[config.mk]
export PLATFORM = sky130hd
export DESIGN_NAME = casbx_exec
export DESIGN_NICKNAME = d
export VERILOG_FILES = /design/src/casbx_pkg.sv /design/src/casbx_exec.sv
export SDC_FILE = /design/constraint.sdc
export NUM_CORES = 1
export LEC_CHECK = 0
export ABC_AREA = 1
export BUFFER_PORTS_ARGS = -buffer_cell sky130_fd_sc_hd__buf_2
export CAP_MARGIN = 15
export CORE_MARGIN = 2
export CORE_UTILIZATION = 30
export CTS_CLUSTER_DIAMETER = 30
export DETAILED_ROUTE_END_ITERATION = 7
export PLACE_DENSITY = 0.54
export SETUP_SLACK_MARGIN = 0.15
export SYNTH_ARGS = -nofsm -noshare
export SYNTH_HDL_FRONTEND = slang
export SYNTH_SLANG_ARGS = --single-unit
[constraint.sdc]
create_clock -name CLK -period 2.6 [get_ports CLK]
set_clock_uncertainty 0.05 [all_clocks]
set_input_delay 0 -clock CLK [delete_from_list [all_inputs] [get_ports CLK]]
set_output_delay 0 -clock CLK [all_outputs]
set_load 0.005 [all_outputs]
[src/casbx_pkg.sv]
package casbx_pkg;
    // ------------------------------------------------------------
    // operation codes presented by the decoder
    // ------------------------------------------------------------
    typedef enum logic [3:0] {
        OP_NONE,                  // idle slot, only the counter advances
        OP_SUM_ACC_INTO_FILE,     // acc + file
        OP_SUM_ACC_FILE_SPILL,    // acc + file + spill
        OP_SIGNED_RIGHT_SHIFT,    // msb kept, lsb to spill
        OP_BIT_CLEAR,             // one file bit forced low
        OP_TEST_SKIP_ZERO,        // skip next when bit is 0
        OP_TEST_SKIP_ONE,         // skip next when bit is 1
        OP_LITERAL_JUMP,          // pc + 1 + signed literal
        OP_ACC_JUMP               // pc + 1 + unsigned acc
    } casbx_op_t;

    // ------------------------------------------------------------
    // widths and field positions
    // ------------------------------------------------------------
    localparam int DATA_W = 8;      // data path width
    localparam int FADDR_W = 7;     // file address 0..127
    localparam int BSEL_W = 3;      // bit select 0..7
    localparam int LIT_W = 9;       // signed jump literal
    localparam int PC_W = 15;       // program counter width
    localparam int HALF_BIT = 4;    // carry out of bit 3 lands here
    localparam logic [PC_W-1:0] PC_RESET = 15'h0000;
    localparam logic [DATA_W-1:0] ACC_RESET = 8'h00;
endpackage : casbx_pkg

[src/casbx_exec.sv]
`timescale 1ns/1ns
module casbx_exec (
    input wire logic CLK,
    input wire logic ARST_N,
    input wire logic OP_VALID,                      // decoder offers an op
    input wire casbx_pkg::casbx_op_t OP_CODE,       // operation to run
    input wire logic [casbx_pkg::FADDR_W-1:0] OP_FILE, // file address
    input wire logic OP_DEST,                       // 0 acc, 1 file
    input wire logic [casbx_pkg::BSEL_W-1:0] OP_BIT, // bit select
    input wire logic [casbx_pkg::LIT_W-1:0] OP_LIT, // signed literal
    input wire logic [casbx_pkg::DATA_W-1:0] FILE_RDATA, // addressed file
    output logic OP_READY,                          // low in the nop slot
    output logic FILE_WE,                           // file write pulse
    output logic [casbx_pkg::FADDR_W-1:0] FILE_WADDR, // write address
    output logic [casbx_pkg::DATA_W-1:0] FILE_WDATA, // write data
    output logic [casbx_pkg::DATA_W-1:0] ACC,       // accumulator
    output logic SPILL,                             // carry flag
    output logic HALF_FLAG,                         // digit carry flag
    output logic NULL_FLAG,                         // zero flag
    output logic [casbx_pkg::PC_W-1:0] PC,          // program counter
    output logic FLUSH                              // fetched op discarded
);
    import casbx_pkg::*;

    // ------------------------------------------------------------
    // state record
    // ------------------------------------------------------------
    typedef struct packed {
        logic rst_meta;               // reset sync stage 1
        logic rst_ok;                 // reset sync stage 2
        logic nop_slot;               // second cycle running as nop
        logic ready;                  // taking ops; low in nop slot, reset
        logic we;                     // file write strobe
        logic [FADDR_W-1:0] waddr;    // file write address
        logic [DATA_W-1:0] wdata;     // file write data
        logic [DATA_W-1:0] acc;       // accumulator
        logic spill;                  // carry
        logic half;                   // digit carry
        logic nul;                    // zero
        logic [PC_W-1:0] pc;          // program counter
        logic flush;                  // discard pulse
    } casbx_state_t;

    casbx_state_t st_reg;   // registered state
    casbx_state_t st_next;  // next state

    // ------------------------------------------------------------
    // helpers
    // ------------------------------------------------------------
    // 9-bit add result: bit 8 spill, bit HALF_BIT of nibble sum is half
    function automatic logic [DATA_W:0] add9(input logic [DATA_W-1:0] a,
            input logic [DATA_W-1:0] b, input logic ci);
        add9 = {1'b0, a} + {1'b0, b} + {{DATA_W{1'b0}}, ci};
    endfunction : add9

    function automatic logic half_of(input logic [DATA_W-1:0] a,
            input logic [DATA_W-1:0] b, input logic ci);
        logic [HALF_BIT:0] s;
        s = {1'b0, a[3:0]} + {1'b0, b[3:0]} + {4'h0, ci};
        half_of = s[HALF_BIT];
    endfunction : half_of

    // ------------------------------------------------------------
    // reset release: async assert, sync release
    // ------------------------------------------------------------
    logic rst_n;
    assign rst_n = st_reg.rst_ok;

    // ------------------------------------------------------------
    // next-state logic
    // ------------------------------------------------------------
    always_comb begin
        logic [DATA_W:0] sum;          // adder result
        logic [DATA_W-1:0] res;        // data result
        logic wr_res;                  // result goes to a destination
        logic [PC_W-1:0] pc_inc;       // already incremented counter
        logic tbit;                    // tested bit
        sum = '0;
        res = '0;
        wr_res = 1'b0;
        tbit = FILE_RDATA[OP_BIT];
        pc_inc = st_reg.pc + 15'h0001;
        st_next = st_reg;
        st_next.rst_meta = 1'b1;
        st_next.rst_ok = st_reg.rst_meta;
        st_next.we = 1'b0;
        st_next.flush = 1'b0;
        if (st_reg.nop_slot) begin
            // discarded slot behaves as nop: only the pc advances
            st_next.nop_slot = 1'b0;
            st_next.pc = pc_inc;
        end else if (OP_VALID && st_reg.ready) begin
            st_next.pc = pc_inc;
            case (OP_CODE)
                OP_SUM_ACC_INTO_FILE, OP_SUM_ACC_FILE_SPILL: begin
                    // plain add uses carry-in 0, spill variant the flag
                    sum = add9(st_reg.acc, FILE_RDATA,
                        (OP_CODE == OP_SUM_ACC_FILE_SPILL) & st_reg.spill);
                    res = sum[DATA_W-1:0];
                    st_next.spill = sum[DATA_W];
                    st_next.half = half_of(st_reg.acc, FILE_RDATA,
                        (OP_CODE == OP_SUM_ACC_FILE_SPILL) & st_reg.spill);
                    st_next.nul = (res == 8'h00);
                    wr_res = 1'b1;
                end
                OP_SIGNED_RIGHT_SHIFT: begin
                    res = {FILE_RDATA[7], FILE_RDATA[7:1]};
                    st_next.spill = FILE_RDATA[0];
                    st_next.nul = (res == 8'h00);
                    wr_res = 1'b1;
                end
                OP_BIT_CLEAR: begin
                    // flags left alone, always written back to file
                    res = FILE_RDATA;
                    res[OP_BIT] = 1'b0;
                    st_next.we = 1'b1;
                    st_next.waddr = OP_FILE;
                    st_next.wdata = res;
                end
                OP_TEST_SKIP_ZERO: begin
                    if (!tbit) begin
                        st_next.nop_slot = 1'b1;
                        st_next.flush = 1'b1;
                    end
                end
                OP_TEST_SKIP_ONE: begin
                    if (tbit) begin
                        st_next.nop_slot = 1'b1;
                        st_next.flush = 1'b1;
                    end
                end
                OP_LITERAL_JUMP: begin
                    // sign-extend the literal; wraps across the pc width
                    st_next.pc = pc_inc
                        + {{(PC_W-LIT_W){OP_LIT[LIT_W-1]}}, OP_LIT};
                    st_next.nop_slot = 1'b1;
                    st_next.flush = 1'b1;
                end
                OP_ACC_JUMP: begin
                    st_next.pc = pc_inc
                        + {{(PC_W-DATA_W){1'b0}}, st_reg.acc};
                    st_next.nop_slot = 1'b1;
                    st_next.flush = 1'b1;
                end
                default: begin
                    // unlisted op: counter advances only
                end
            endcase
            if (wr_res) begin
                if (OP_DEST) begin
                    st_next.we = 1'b1;
                    st_next.waddr = OP_FILE;
                    st_next.wdata = res;
                end else begin
                    st_next.acc = res;
                end
            end
        end
        // registered so the ready pin needs no gate behind the flop
        st_next.ready = ~st_next.nop_slot;
    end

    // ------------------------------------------------------------
    // state register
    // ------------------------------------------------------------
    always_ff @(posedge CLK or negedge ARST_N) begin
        if (!ARST_N) begin
            st_reg <= '0;
            st_reg.pc <= PC_RESET;
            st_reg.acc <= ACC_RESET;
        end else if (!rst_n) begin
            // sync chain keeps running while the rest holds reset
            st_reg <= '0;
            st_reg.pc <= PC_RESET;
            st_reg.acc <= ACC_RESET;
            st_reg.rst_meta <= 1'b1;
            st_reg.rst_ok <= st_reg.rst_meta;
        end else begin
            st_reg <= st_next;
        end
    end

    // ------------------------------------------------------------
    // outputs straight from flip-flops
    // ------------------------------------------------------------
    assign OP_READY = st_reg.ready;
    assign FILE_WE = st_reg.we;
    assign FILE_WADDR = st_reg.waddr;
    assign FILE_WDATA = st_reg.wdata;
    assign ACC = st_reg.acc;
    assign SPILL = st_reg.spill;
    assign HALF_FLAG = st_reg.half;
    assign NULL_FLAG = st_reg.nul;
    assign PC = st_reg.pc;
    assign FLUSH = st_reg.flush;

    // ------------------------------------------------------------
    // checks
    // ------------------------------------------------------------
    logic go;
    assign go = OP_VALID & OP_READY;

    a_add_spill_out: assert property (@(posedge CLK) disable iff (!rst_n)
        go && OP_CODE == OP_SUM_ACC_INTO_FILE && !OP_DEST |=>
        {SPILL, ACC} == {1'b0, $past(ACC)} + {1'b0, $past(FILE_RDATA)})
        else $error("add result wrong");
    a_dest_file_write: assert property (@(posedge CLK) disable iff (!rst_n)
        go && OP_DEST && (OP_CODE == OP_SUM_ACC_INTO_FILE
        || OP_CODE == OP_SIGNED_RIGHT_SHIFT) |=> FILE_WE
        && FILE_WADDR == $past(OP_FILE) && $stable(ACC))
        else $error("file destination not written");
    a_shift_msb_kept: assert property (@(posedge CLK) disable iff (!rst_n)
        go && OP_CODE == OP_SIGNED_RIGHT_SHIFT && !OP_DEST |=>
        ACC == {$past(FILE_RDATA[7]), $past(FILE_RDATA[7:1])}
        && SPILL == $past(FILE_RDATA[0]))
        else $error("shift wrong");
    a_addc_spill_in: assert property (@(posedge CLK) disable iff (!rst_n)
        go && OP_CODE == OP_SUM_ACC_FILE_SPILL && !OP_DEST |=>
        ACC == 8'($past(ACC) + $past(FILE_RDATA) + 8'($past(SPILL))))
        else $error("add with spill wrong");
    a_clear_bit_only: assert property (@(posedge CLK) disable iff (!rst_n)
        go && OP_CODE == OP_BIT_CLEAR |=> FILE_WE
        && FILE_WDATA == ($past(FILE_RDATA) & ~(8'h01 << $past(OP_BIT)))
        && $stable(SPILL) && $stable(NULL_FLAG) && $stable(HALF_FLAG))
        else $error("bit clear wrong");
    a_skip_zero_nop: assert property (@(posedge CLK) disable iff (!rst_n)
        go && OP_CODE == OP_TEST_SKIP_ZERO |=>
        (FLUSH && !OP_READY) == !$past(FILE_RDATA[OP_BIT]))
        else $error("skip on zero wrong");
    a_skip_one_nop: assert property (@(posedge CLK) disable iff (!rst_n)
        go && OP_CODE == OP_TEST_SKIP_ONE |=> FLUSH == $past(FILE_RDATA[OP_BIT])
        && $stable(SPILL) && $stable(NULL_FLAG))
        else $error("skip on one wrong");
    a_lit_jump_pc: assert property (@(posedge CLK) disable iff (!rst_n)
        go && OP_CODE == OP_LITERAL_JUMP |=> PC == 15'($past(PC) + 15'h0001
        + {{6{$past(OP_LIT[8])}}, $past(OP_LIT)}) ##1 OP_READY)
        else $error("literal jump wrong");
    a_acc_jump_pc: assert property (@(posedge CLK) disable iff (!rst_n)
        go && OP_CODE == OP_ACC_JUMP |=> PC == 15'($past(PC) + 15'h0001
        + {7'h00, $past(ACC)}) && !OP_READY && $stable(SPILL))
        else $error("acc jump wrong");
    a_null_on_zero: assert property (@(posedge CLK) disable iff (!rst_n)
        go && !OP_DEST && (OP_CODE == OP_SUM_ACC_INTO_FILE
        || OP_CODE == OP_SUM_ACC_FILE_SPILL) |=> NULL_FLAG == (ACC == 8'h00))
        else $error("null flag wrong");
endmodule : casbx_exec

==> impl_metrics.py, run 1 <==
metrics = {
    "synth": {
        "yosys_warnings": 0,
        "synth-edff-count": 0,
        "ys_types": 53,
        "ys_async_sr_fraction_pct": 100,
        "syn_avg_cell_area_um2": 6.74,
        "yosysSeqAreaShare_pct": 26.4,
        "syn_nets": 708,
        "ys_ff_latch": 46,
        "netlist_instances": 648,
        "netlist_area_mm2": 0.00437,
        "synth_ff_type": "dfrtp_1",
    },
    "layout": {
        "drive_gt1_share_pct": 33.9,
        "final_common_cell": "nand2_1",
        "nNetsFinal": 817,
        "final_cell_mix": "152 x nand2_1, 78 x buf_2, 77 x inv_1, 47 x nand3_1, 40 x dfrtp_1",
        "final_cell_area_mm2": 0.00582,
        "diodes": 0,
        "syn2layout_area_growth_pct": 33.3,
    },
    "timing": {
        "setup_viol": 0,
        "period_needed_ns": 2.46,
        "holdWs_ns": 0.0989,
        "rsz0062_at_grt": "yes",
        "relSlewSlack_pct": 52.6,
        "hold_viol_final": 0,
        "maxSlewViolCount": 0,
        "setup_ws_ns": 0.142,
        "clock.fmax_ghz": 0.407,
        "fin_crit_sh_pct": 94.5,
        "worst_pin_slew_ns": 0.710,
    },
    "worst_setup_path": {
        "crit_required_ns": 2.78,
        "startpoint_type": "flip-flop",
        "critical_path_class": "flip-flop to flip-flop",
        "ff2ff_setup_slack_ns": 0.14,
        "crit_top_cell": "nand2_2",
        "timing.critical_path.buf_inv": 3,
        "slowest_delay_ns": 0.36,
        "reg2reg_depth": 18,
        "critPathMaxFanout": 5,
        "critical_path_arrival_ns": 2.64,
        "crit_chain": "ha_2, nand3_4, nor2_4, nand3_2, xor2_2, inv_2, ha_4, nand2_4, inv_4, nand2_2, nand2_2, a21oi_2, nand2_2, inv_1, nand2_1, nand3_1, nand2_1, a21oi_2",
        "end_kind": "flip-flop",
        "crit_slowest_cell": "dfrtp_1",
        "r2r_start": "PC[1]",
        "r2r_end": "PC[14]",
        "cp_top_family": "simple AND/OR/NAND/NOR gates",
    },
    "hold_path": {
        "hold_start": "OP_DEST",
        "hold_class": "input pin to flip-flop",
        "min_to": "ACC[7]",
        "hold_path_depth": 3,
    },
    "clocking": {
        "clk_pin_slew_worst_paths_ns": 0.07,
        "clk_latency_ns": 0.30,
        "cts.sinks": 46,
        "cts_root_buf": "clkbuf_16",
        "cts_tree": "built",
        "cts_buffers": 5,
        "clockBufferDepth": 2,
        "cts_max_level": 2,
    },
    "die": {
        "dieArea_mm2": 0.0155,
        "core_area_mm2": 0.0144,
        "start_util_pct": 30.4,
        "io_pins": 79,
        "die_x_um": 125,
        "row_count": 44,
        "die_h_um": 125,
    },
    "power_and_ir_drop": {
        "p_sw_mw": 1.13,
        "comb_power_share_pct": 45.8,
        "p_seq_share_pct": 29.6,
        "ir_worst_vdd_mv": 0.309,
        "switching_share_pct": 40.6,
        "cellPowerDensity_mw_per_mm2": 478,
        "power.internal_mw": 1.65,
        "clock_power_share_pct": 24.5,
        "p_leak_nw": 3.00,
    },
    "route": {
        "ant_nets": 0,
        "drcViolationCount": 0,
        "post_drt_via_cell_ratio": 4.87,
        "totalWireLength_um": 13800,
        "first_pass_iters": 5,
        "first_iter_violations": 208,
        "wl_per_cell_um": 14.7,
        "vias": 4590,
    },
    "global_routing": {
        "antenna_found_initial": 0,
        "grt_pass1_vias": 4496,
        "grtUsageTotal_pct": 17.7,
        "grt_pass1_wl_um": 22700,
        "grt_max_degree": 29,
        "grt_overflow": 0,
    },
    "place": {
        "place_hpwl_um": 10400,
        "pre_cts_ws_ns": -0.0699,
        "port-buffer-count": 78,
        "gp_congestion": 0.852,
        "post_dp_cell_area_mm2": 0.00498,
    },
    "run": {
        "max_cap_viol_count": 0,
    },
    "run_status": {
        "status": "finished, final reports clean",
    },
}
-- layout make-up --
cell class / instances / area, µm²
clock inverters: 3 / 23.8
repair buffers: 115 / 691
fillers: 1514 / 8550
flip-flops and latches: 46 / 1160
clock buffers: 5 / 125
multi-input cells: 487 / 3200
well taps: 184 / 230
inverters: 102 / 390
-- flip-flops by register name, summed over array words and instances, names as in the netlist --
name / count
PC: 15
ACC: 8
FILE_WDATA: 8
FILE_WADDR: 7
FILE_WE: 1
FLUSH: 1
HALF_FLAG: 1
NULL_FLAG: 1
OP_READY: 1
SPILL: 1
rst_n: 1
st_next: 1
-- worst reg2reg max path: cells and delay by family (launching register included) --
kind,cells,cell delay [ns]
AO/OA/AOI/OAI,2,0.28
XOR/XNOR,1,0.19
adder cells (fa/ha/maj),2,0.47
buffers and inverters,3,0.16
flip-flops,1,0.36
AND/OR/NAND/NOR,10,0.88
-- power by group through the flow --
stage | logic, mW | registers, mW | clock network (mW)
global placement | 0.917 | 0.831 | 0
CTS | 1.09 | 0.818 | 0.694
finish | 1.28 | 0.824 | 0.683
floorplan | 0.635 | 0.827 | 0
global route | 1.42 | 0.833 | 0.717
detailed placement | 0.912 | 0.833 | 0
-- layer usage --
layer | vias up | global-route usage [%] | part of all wire (%)
met1 | 2137 | 24.8 | 48
met3 | 10 | 1.80 | 3.7
met4 | 0 | 3.57 | 1.0
met5 | - | 0 | 0
li1 | 2344 | - | -
met2 | 99 | 29.7 | 47
-- per-stage QoR --
stage	cells	total power [mW]	TNS [ns]	utilization [%]
CTS	936	2.61	0	38.6
detailed placement	909	1.75	-0.179	34.7
global route	942	2.97	-0.0746	40.5
floorplan	648	1.46	0	-
global placement	909	1.75	0	34.7
finish	942	2.78	0	40.5
-- worst max-delay path by stage --
stage	startpoint	end	slack (ns)	depth (start not counted)
4_1_cts	PC[1]	PC[14]	0.09	17
3_5_place_dp	PC[1]	PC[13]	-0.07	15
2_1_floorplan	PC[0]	PC[13]	0.18	15
6_report	PC[1]	PC[14]	0.14	18
3_3_place_gp	PC[2]	PC[10]	0.02	16
5_1_grt	PC[0]	PC[14]	-0.05	17
-- repair_timing --
item / in CTS / in global routing
pin swaps: 16 / 26
buffers inserted: 10 / 6
endpoints found under the hold margin: 35 / 0
gates resized for setup: 53 / 71
endpoints found under the setup margin: 11 / 17
hold buffers: 9 / 0
-- cell usage after synthesis (all sizes together), types with 3 or more instances --
cell type,instances,share of area (%)
nand2,179,16
inv,102,8.8
nand3,56,6.8
nor2,54,6.6
a21oi,47,5.9
dfrtp,46,26
o21ai,46,5.4
ha,22,6.3
buf,11,1.9
nand4,11,1.6
nor3,10,2.0
a31oi,8,1.1
xor2,8,1.6
a22o,7,1.4
o211ai,6,1.3
or2,6,0.86
o21a,4,0.69
o21bai,4,0.69
fa,3,1.4
-- logic make-up (layout without fill, tap and decap cells) --
logic type      Yosys count  in the layout  synth area share (%)
simple gates            319            319                  34.2
compound gates          132            132                  18.7
buf+inv                 115            225                  10.9
flops                    46             46                  26.4
fa+ha+maj                25             25                  7.68
xor+xnor                 10             10                  2.01
other cells               1              1                0.0859
No activity file was read; power rests on OpenSTA's default activity.
==> run 2: changes to the inputs <==
Settings changed: PLACE_DENSITY 0.54 to unset, PLACE_DENSITY_LB_ADDON set to 0.3.
==> impl_metrics.py, run 2 (synthesized netlist as in run 1, its figures left out) <==
metrics = {
    "global_routing": {
        "grt_pass1_wl_um": 22200,
        "antenna_found_initial": 0,
        "grtUsageTotal_pct": 17.4,
        "grt_pass1_vias": 4307,
        "grt_overflow": 0,
        "grt_max_degree": 28,
    },
    "die": {
        "die_x_um": 125,
        "io_pins": 79,
        "core_area_mm2": 0.0144,
        "start_util_pct": 30.4,
        "row_count": 44,
        "die_h_um": 125,
        "dieArea_mm2": 0.0155,
    },
    "route": {
        "first_pass_iters": 4,
        "post_drt_via_cell_ratio": 4.85,
        "wl_per_cell_um": 14.5,
        "first_iter_violations": 274,
        "totalWireLength_um": 13700,
        "ant_nets": 0,
        "drcViolationCount": 0,
        "vias": 4586,
    },
    "layout": {
        "syn2layout_area_growth_pct": 33.6,
        "diodes": 0,
        "final_cells": 946,
        "register_area_mm2": 0.00116,
        "final_common_cell": "nand2_1",
        "nNetsFinal": 821,
        "largest_reg_flops": 15,
        "fillers": 1492,
        "final_cell_mix": "155 x nand2_1, 83 x inv_1, 78 x buf_2, 46 x nand3_1, 41 x dfrtp_1",
        "drive_gt1_share_pct": 32.3,
        "final_util_pct": 40.6,
        "multi_input_area_mm2": 0.00314,
    },
    "timing": {
        "rsz0062_at_grt": "yes",
        "setup_viol": 0,
        "fin_crit_sh_pct": 95.5,
        "clock.fmax_ghz": 0.403,
        "final.setup.tns_ns": 0,
        "hold_viol_final": 0,
        "maxSlewViolCount": 0,
        "period_needed_ns": 2.48,
        "setup_ws_ns": 0.118,
        "relSlewSlack_pct": 61.1,
        "worst_pin_slew_ns": 0.584,
    },
    "place": {
        "place_hpwl_um": 10600,
        "pre_cts_ws_ns": -0.0409,
        "port-buffer-count": 78,
        "gp_congestion": 0.902,
        "dpl.cell_count": 916,
    },
    "worst_setup_path": {
        "startpoint_type": "flip-flop",
        "reg2reg_depth": 17,
        "critical_path_class": "flip-flop to flip-flop",
        "end_kind": "flip-flop",
        "critical_path_arrival_ns": 2.67,
        "r2r_start": "PC[0]",
        "crit_required_ns": 2.78,
        "slowest_delay_ns": 0.43,
        "crit_top_cell": "nand2_2",
        "ff2ff_setup_slack_ns": 0.12,
        "r2r_end": "PC[14]",
        "critPathMaxFanout": 4,
        "crit_slowest_cell": "dfrtp_2",
        "crit_chain": "ha_4, nand3_4, nor2_4, nand2_2, xor2_2, inv_2, ha_4, nand2_2, nor2_4, nand3_1, inv_1, nand2_1, nand2_2, nand3_2, nand3_2, nand2_2, a21oi_2",
    },
    "hold_path": {
        "min_to": "FLUSH",
        "hold_start": "OP_CODE[0]",
        "hold_path_depth": 5,
        "hold_class": "input pin to flip-flop",
    },
    "run_status": {
        "status": "finished, final reports clean",
    },
    "power_and_ir_drop": {
        "p_total_mw": 2.84,
        "cellPowerDensity_mw_per_mm2": 487,
        "p_leak_nw": 3.02,
        "ir_worst_vdd_mv": 0.267,
    },
    "clocking": {
        "cts.sinks": 46,
        "clk_pin_slew_worst_paths_ns": 0.07,
        "cts_buffers": 5,
        "cts_max_level": 2,
        "cts_root_buf": "clkbuf_16",
        "clk_latency_ns": 0.30,
        "clockBufferDepth": 2,
        "cts_tree": "built",
    },
    "run": {
        "max_cap_viol_count": 0,
    },
}
==> run 2: cell types whose count changed in the layout (fill, tap and decap cells not counted), moves of 3 or more <==
| cell | previous run | this run |
|---|---|---|
| a21oi_1 | 31 | 34 |
| inv_1 | 77 | 83 |
| nand2_1 | 152 | 155 |
| a21oi_2 | 13 | 10 |
| nand2_4 | 7 | 2 |
| inv_2 | 22 | 16 |
==> run 2: report_power, final <==
group | total [mW] | switching [mW] | internal, mW
combinational | 1.24 | 0.707 | 0.532
sequential | 0.832 | 0.0690 | 0.763
clock | 0.769 | 0.313 | 0.456
total | 2.84 | 1.09 | 1.75
==> run 2: area by class of cell <==
class	instances	area share [%]
Sequential cell	46	19.8
Clock inverter	3	0.751
Timing Repair Buffer	119	12.7
Multi-Input combinational cell	487	53.9
Inverter	102	6.69
Clock buffer	5	2.15
Tap cell	184	3.95
==> run 2: what timing repair did <==
item	in CTS	in global routing
hold endpoints to repair	27	0
gates cloned	0	0
buffers inserted	9	4
gates resized for setup	46	58
pin swaps	15	28
hold buffers	9	0
endpoints found under the setup margin	11	16
==> run 2: routing by layer <==
| layer | track usage [%] | part of all wire, % | up-vias |
|---|---|---|---|
| li1 | - | - | 2360 |
| met1 | 25.3 | 49 | 2132 |
| met2 | 28.2 | 46 | 87 |
| met3 | 1.59 | 4.3 | 7 |
| met4 | 3.37 | 0.88 | 0 |
| met5 | 0 | 0 | - |
==> run 2: critical path: cells and delay by family (launching register included) <==
kind | cells | cell delay (ns)
simple gates | 11 | 1.04
buf+inv | 2 | 0.14
xor+xnor | 1 | 0.18
fa+ha+maj | 2 | 0.46
compound gates | 1 | 0.11
flops | 1 | 0.43
==> run 2: worst max path at each step <==
| stage | from | slack (ns) | end |
|---|---|---|---|
| finish | PC[0] | 0.12 | PC[14] |
| global route | PC[0] | -0.02 | PC[14] |
| CTS | PC[1] | 0.15 | PC[10] |
| detailed placement | PC[1] | -0.04 | PC[13] |
| global placement | PC[2] | 0.05 | PC[12] |
| floorplan | PC[0] | 0.18 | PC[13] |
==> run 2: stage by stage <==
step | hold slack (ns) | cell area (µm²)
final | 0.118 | 5830
after global routing | 0.124 | 5830
after CTS | 0.108 | 5580
after detailed placement | -0.0395 | 5040
after global placement | -0.0431 | 5040
after floorplan | -0.346 | 4370
==> run 3: changes to the inputs <==
Clock period 2.6 ns to 2.4 ns, I/O delays scaled along.
==> impl_metrics.py, run 3 (synthesized netlist as in run 1, its figures left out) <==
metrics = {
    "timing": {
        "fin_crit_sh_pct": 103,
        "setup_ws_ns": -0.0622,
        "period_needed_ns": 2.46,
        "clock.fmax_ghz": 0.406,
        "relSlewSlack_pct": 61.2,
        "setup_viol": 6,
        "maxSlewViolCount": 0,
        "worst_pin_slew_ns": 0.582,
        "rsz0062_at_grt": "yes",
        "final.setup.tns_ns": -0.247,
        "hold_viol_final": 0,
    },
    "clocking": {
        "clockBufferDepth": 2,
        "cts_tree": "built",
        "cts_root_buf": "clkbuf_16",
        "cts.sinks": 46,
        "clk_pin_slew_worst_paths_ns": 0.07,
        "clk_latency_ns": 0.29,
        "cts_buffers": 5,
        "cts_max_level": 2,
    },
    "route": {
        "vias": 4650,
        "post_drt_via_cell_ratio": 4.71,
        "first_iter_violations": 218,
        "ant_nets": 0,
        "first_pass_iters": 5,
        "wl_per_cell_um": 13.7,
        "totalWireLength_um": 13500,
        "drcViolationCount": 0,
    },
    "layout": {
        "final_util_pct": 42.8,
        "diodes": 0,
        "final_common_cell": "nand2_1",
        "nNetsFinal": 863,
        "final_cell_mix": "153 x nand2_1, 83 x inv_1, 78 x buf_2, 73 x buf_4, 44 x nand3_1",
        "largest_reg_flops": 15,
        "syn2layout_area_growth_pct": 41.0,
        "drive_gt1_share_pct": 36.7,
    },
    "global_routing": {
        "grt_pass1_wl_um": 22400,
        "antenna_found_initial": 0,
        "grt_max_degree": 30,
        "grtUsageTotal_pct": 17.4,
        "grt_pass1_vias": 4509,
        "grt_overflow": 0,
    },
    "run": {
        "max_cap_viol_count": 0,
    },
    "power_and_ir_drop": {
        "cellPowerDensity_mw_per_mm2": 512,
        "p_seq_share_pct": 28.0,
        "p_leak_nw": 3.23,
        "ir_worst_vdd_mv": 0.254,
        "p_sw_mw": 1.21,
        "comb_power_share_pct": 49.6,
        "clock_power_share_pct": 22.4,
        "switching_share_pct": 38.6,
        "power.internal_mw": 1.93,
    },
    "worst_setup_path": {
        "end_kind": "flip-flop",
        "cp_top_family": "simple AND/OR/NAND/NOR gates",
        "timing.critical_path.buf_inv": 2,
        "crit_slowest_cell": "dfrtp_2",
        "crit_chain": "ha_4, nand3_4, nor2_4, nand3_2, xor2_2, inv_2, ha_4, a21oi_4, buf_4, o21ai_2, a21oi_2, nand2_1, nand2_1, nand3_1, nand2_1, a21oi_1",
        "critical_path_class": "flip-flop to flip-flop",
        "startpoint_type": "flip-flop",
        "critPathMaxFanout": 5,
        "crit_required_ns": 2.53,
        "crit_top_cell": "nand2_1",
        "slowest_delay_ns": 0.43,
        "critical_path_arrival_ns": 2.60,
    },
    "die": {
        "start_util_pct": 30.4,
        "row_count": 44,
        "dieArea_mm2": 0.0155,
        "die_x_um": 125,
        "core_area_mm2": 0.0144,
        "die_h_um": 125,
        "io_pins": 79,
    },
    "run_status": {
        "violations": "setup timing",
        "status": "finished with violations",
    },
    "place": {
        "pre_cts_ws_ns": -0.142,
        "port-buffer-count": 78,
        "gp_congestion": 0.908,
        "place_hpwl_um": 10600,
    },
    "hold_path": {
        "hold_class": "input pin to asynchronous set/reset pin",
    },
}
## run 3: path summary, 6_finish.rpt
kind	cells after the start	end	startpoint	slack (ns)
max in group asynchronous	3	PC[0]	ARST_N	1.44
max reg2reg	16	PC[13]	PC[1]	-0.06
min reg2reg	0	rst_n	st_next[45]	0.30
min in group CLK	3	ACC[7]	OP_DEST	0.12
min	2	FILE_WDATA[6]	ARST_N	0.11
max	16	PC[13]	PC[1]	-0.06
## run 3: final cells by class
class | count | area, µm²
fill | 1480 | 8210
multi-input combinational | 487 | 3200
sequential | 46 | 1150
timing repair buffer | 161 | 1040
inverter | 102 | 388
tap | 184 | 230
clock buffer | 6 | 129
clock inverter | 2 | 13.8
## run 3: power groups by stage
stage                     Clock [mW]  Combinational [mW]  Sequential [mW]
after global routing           0.758                1.73            0.890
after CTS                      0.720                1.36            0.871
after detailed placement           0                1.21            0.885
after floorplan                    0               0.720            0.898
final                          0.705                1.56            0.881
after global placement             0                1.21            0.884
## run 3: worst reg2reg max path: stages (launching register included)
cell     delay, ns
dfrtp_2       0.43
ha_4          0.17
nand3_4       0.08
nor2_4        0.20
nand3_2       0.11
xor2_2        0.19
inv_2         0.07
ha_4          0.28
a21oi_4       0.14
buf_4         0.12
o21ai_2       0.06
a21oi_2       0.14
nand2_1       0.06
nand2_1       0.05
nand3_1       0.06
nand2_1       0.08
a21oi_1       0.06
## run 3: timing repair
item / in CTS / in global routing
endpoints found under the hold margin: 25 / 0
setup endpoints to repair: 17 / 18
pin swaps: 21 / 36
gates resized for setup: 44 / 64
buffers inserted: 5 / 14
hold buffers: 9 / 0
## run 3: metal layers
layer,vias to the layer above,track usage (%),share of wire [%],routed length (µm)
met5,-,0,0,0
met1,2112,24.7,48,6530
li1,2435,-,-,-
met4,0,4.10,1.1,150
met2,92,28.2,46,6260
met3,11,2.23,4.3,578
## run 3: stage by stage
step                      total power [mW]  hold WS [ns]  instances  cell area (µm²)
final                                 3.15         0.112        988             6150
after CTS                             2.95         0.119        974             5810
after global placement                2.09       -0.0965        952             5370
after global routing                  3.37         0.156        988             6150
after detailed placement              2.09       -0.0963        952             5370
after floorplan                       1.62        -0.346        648             4430
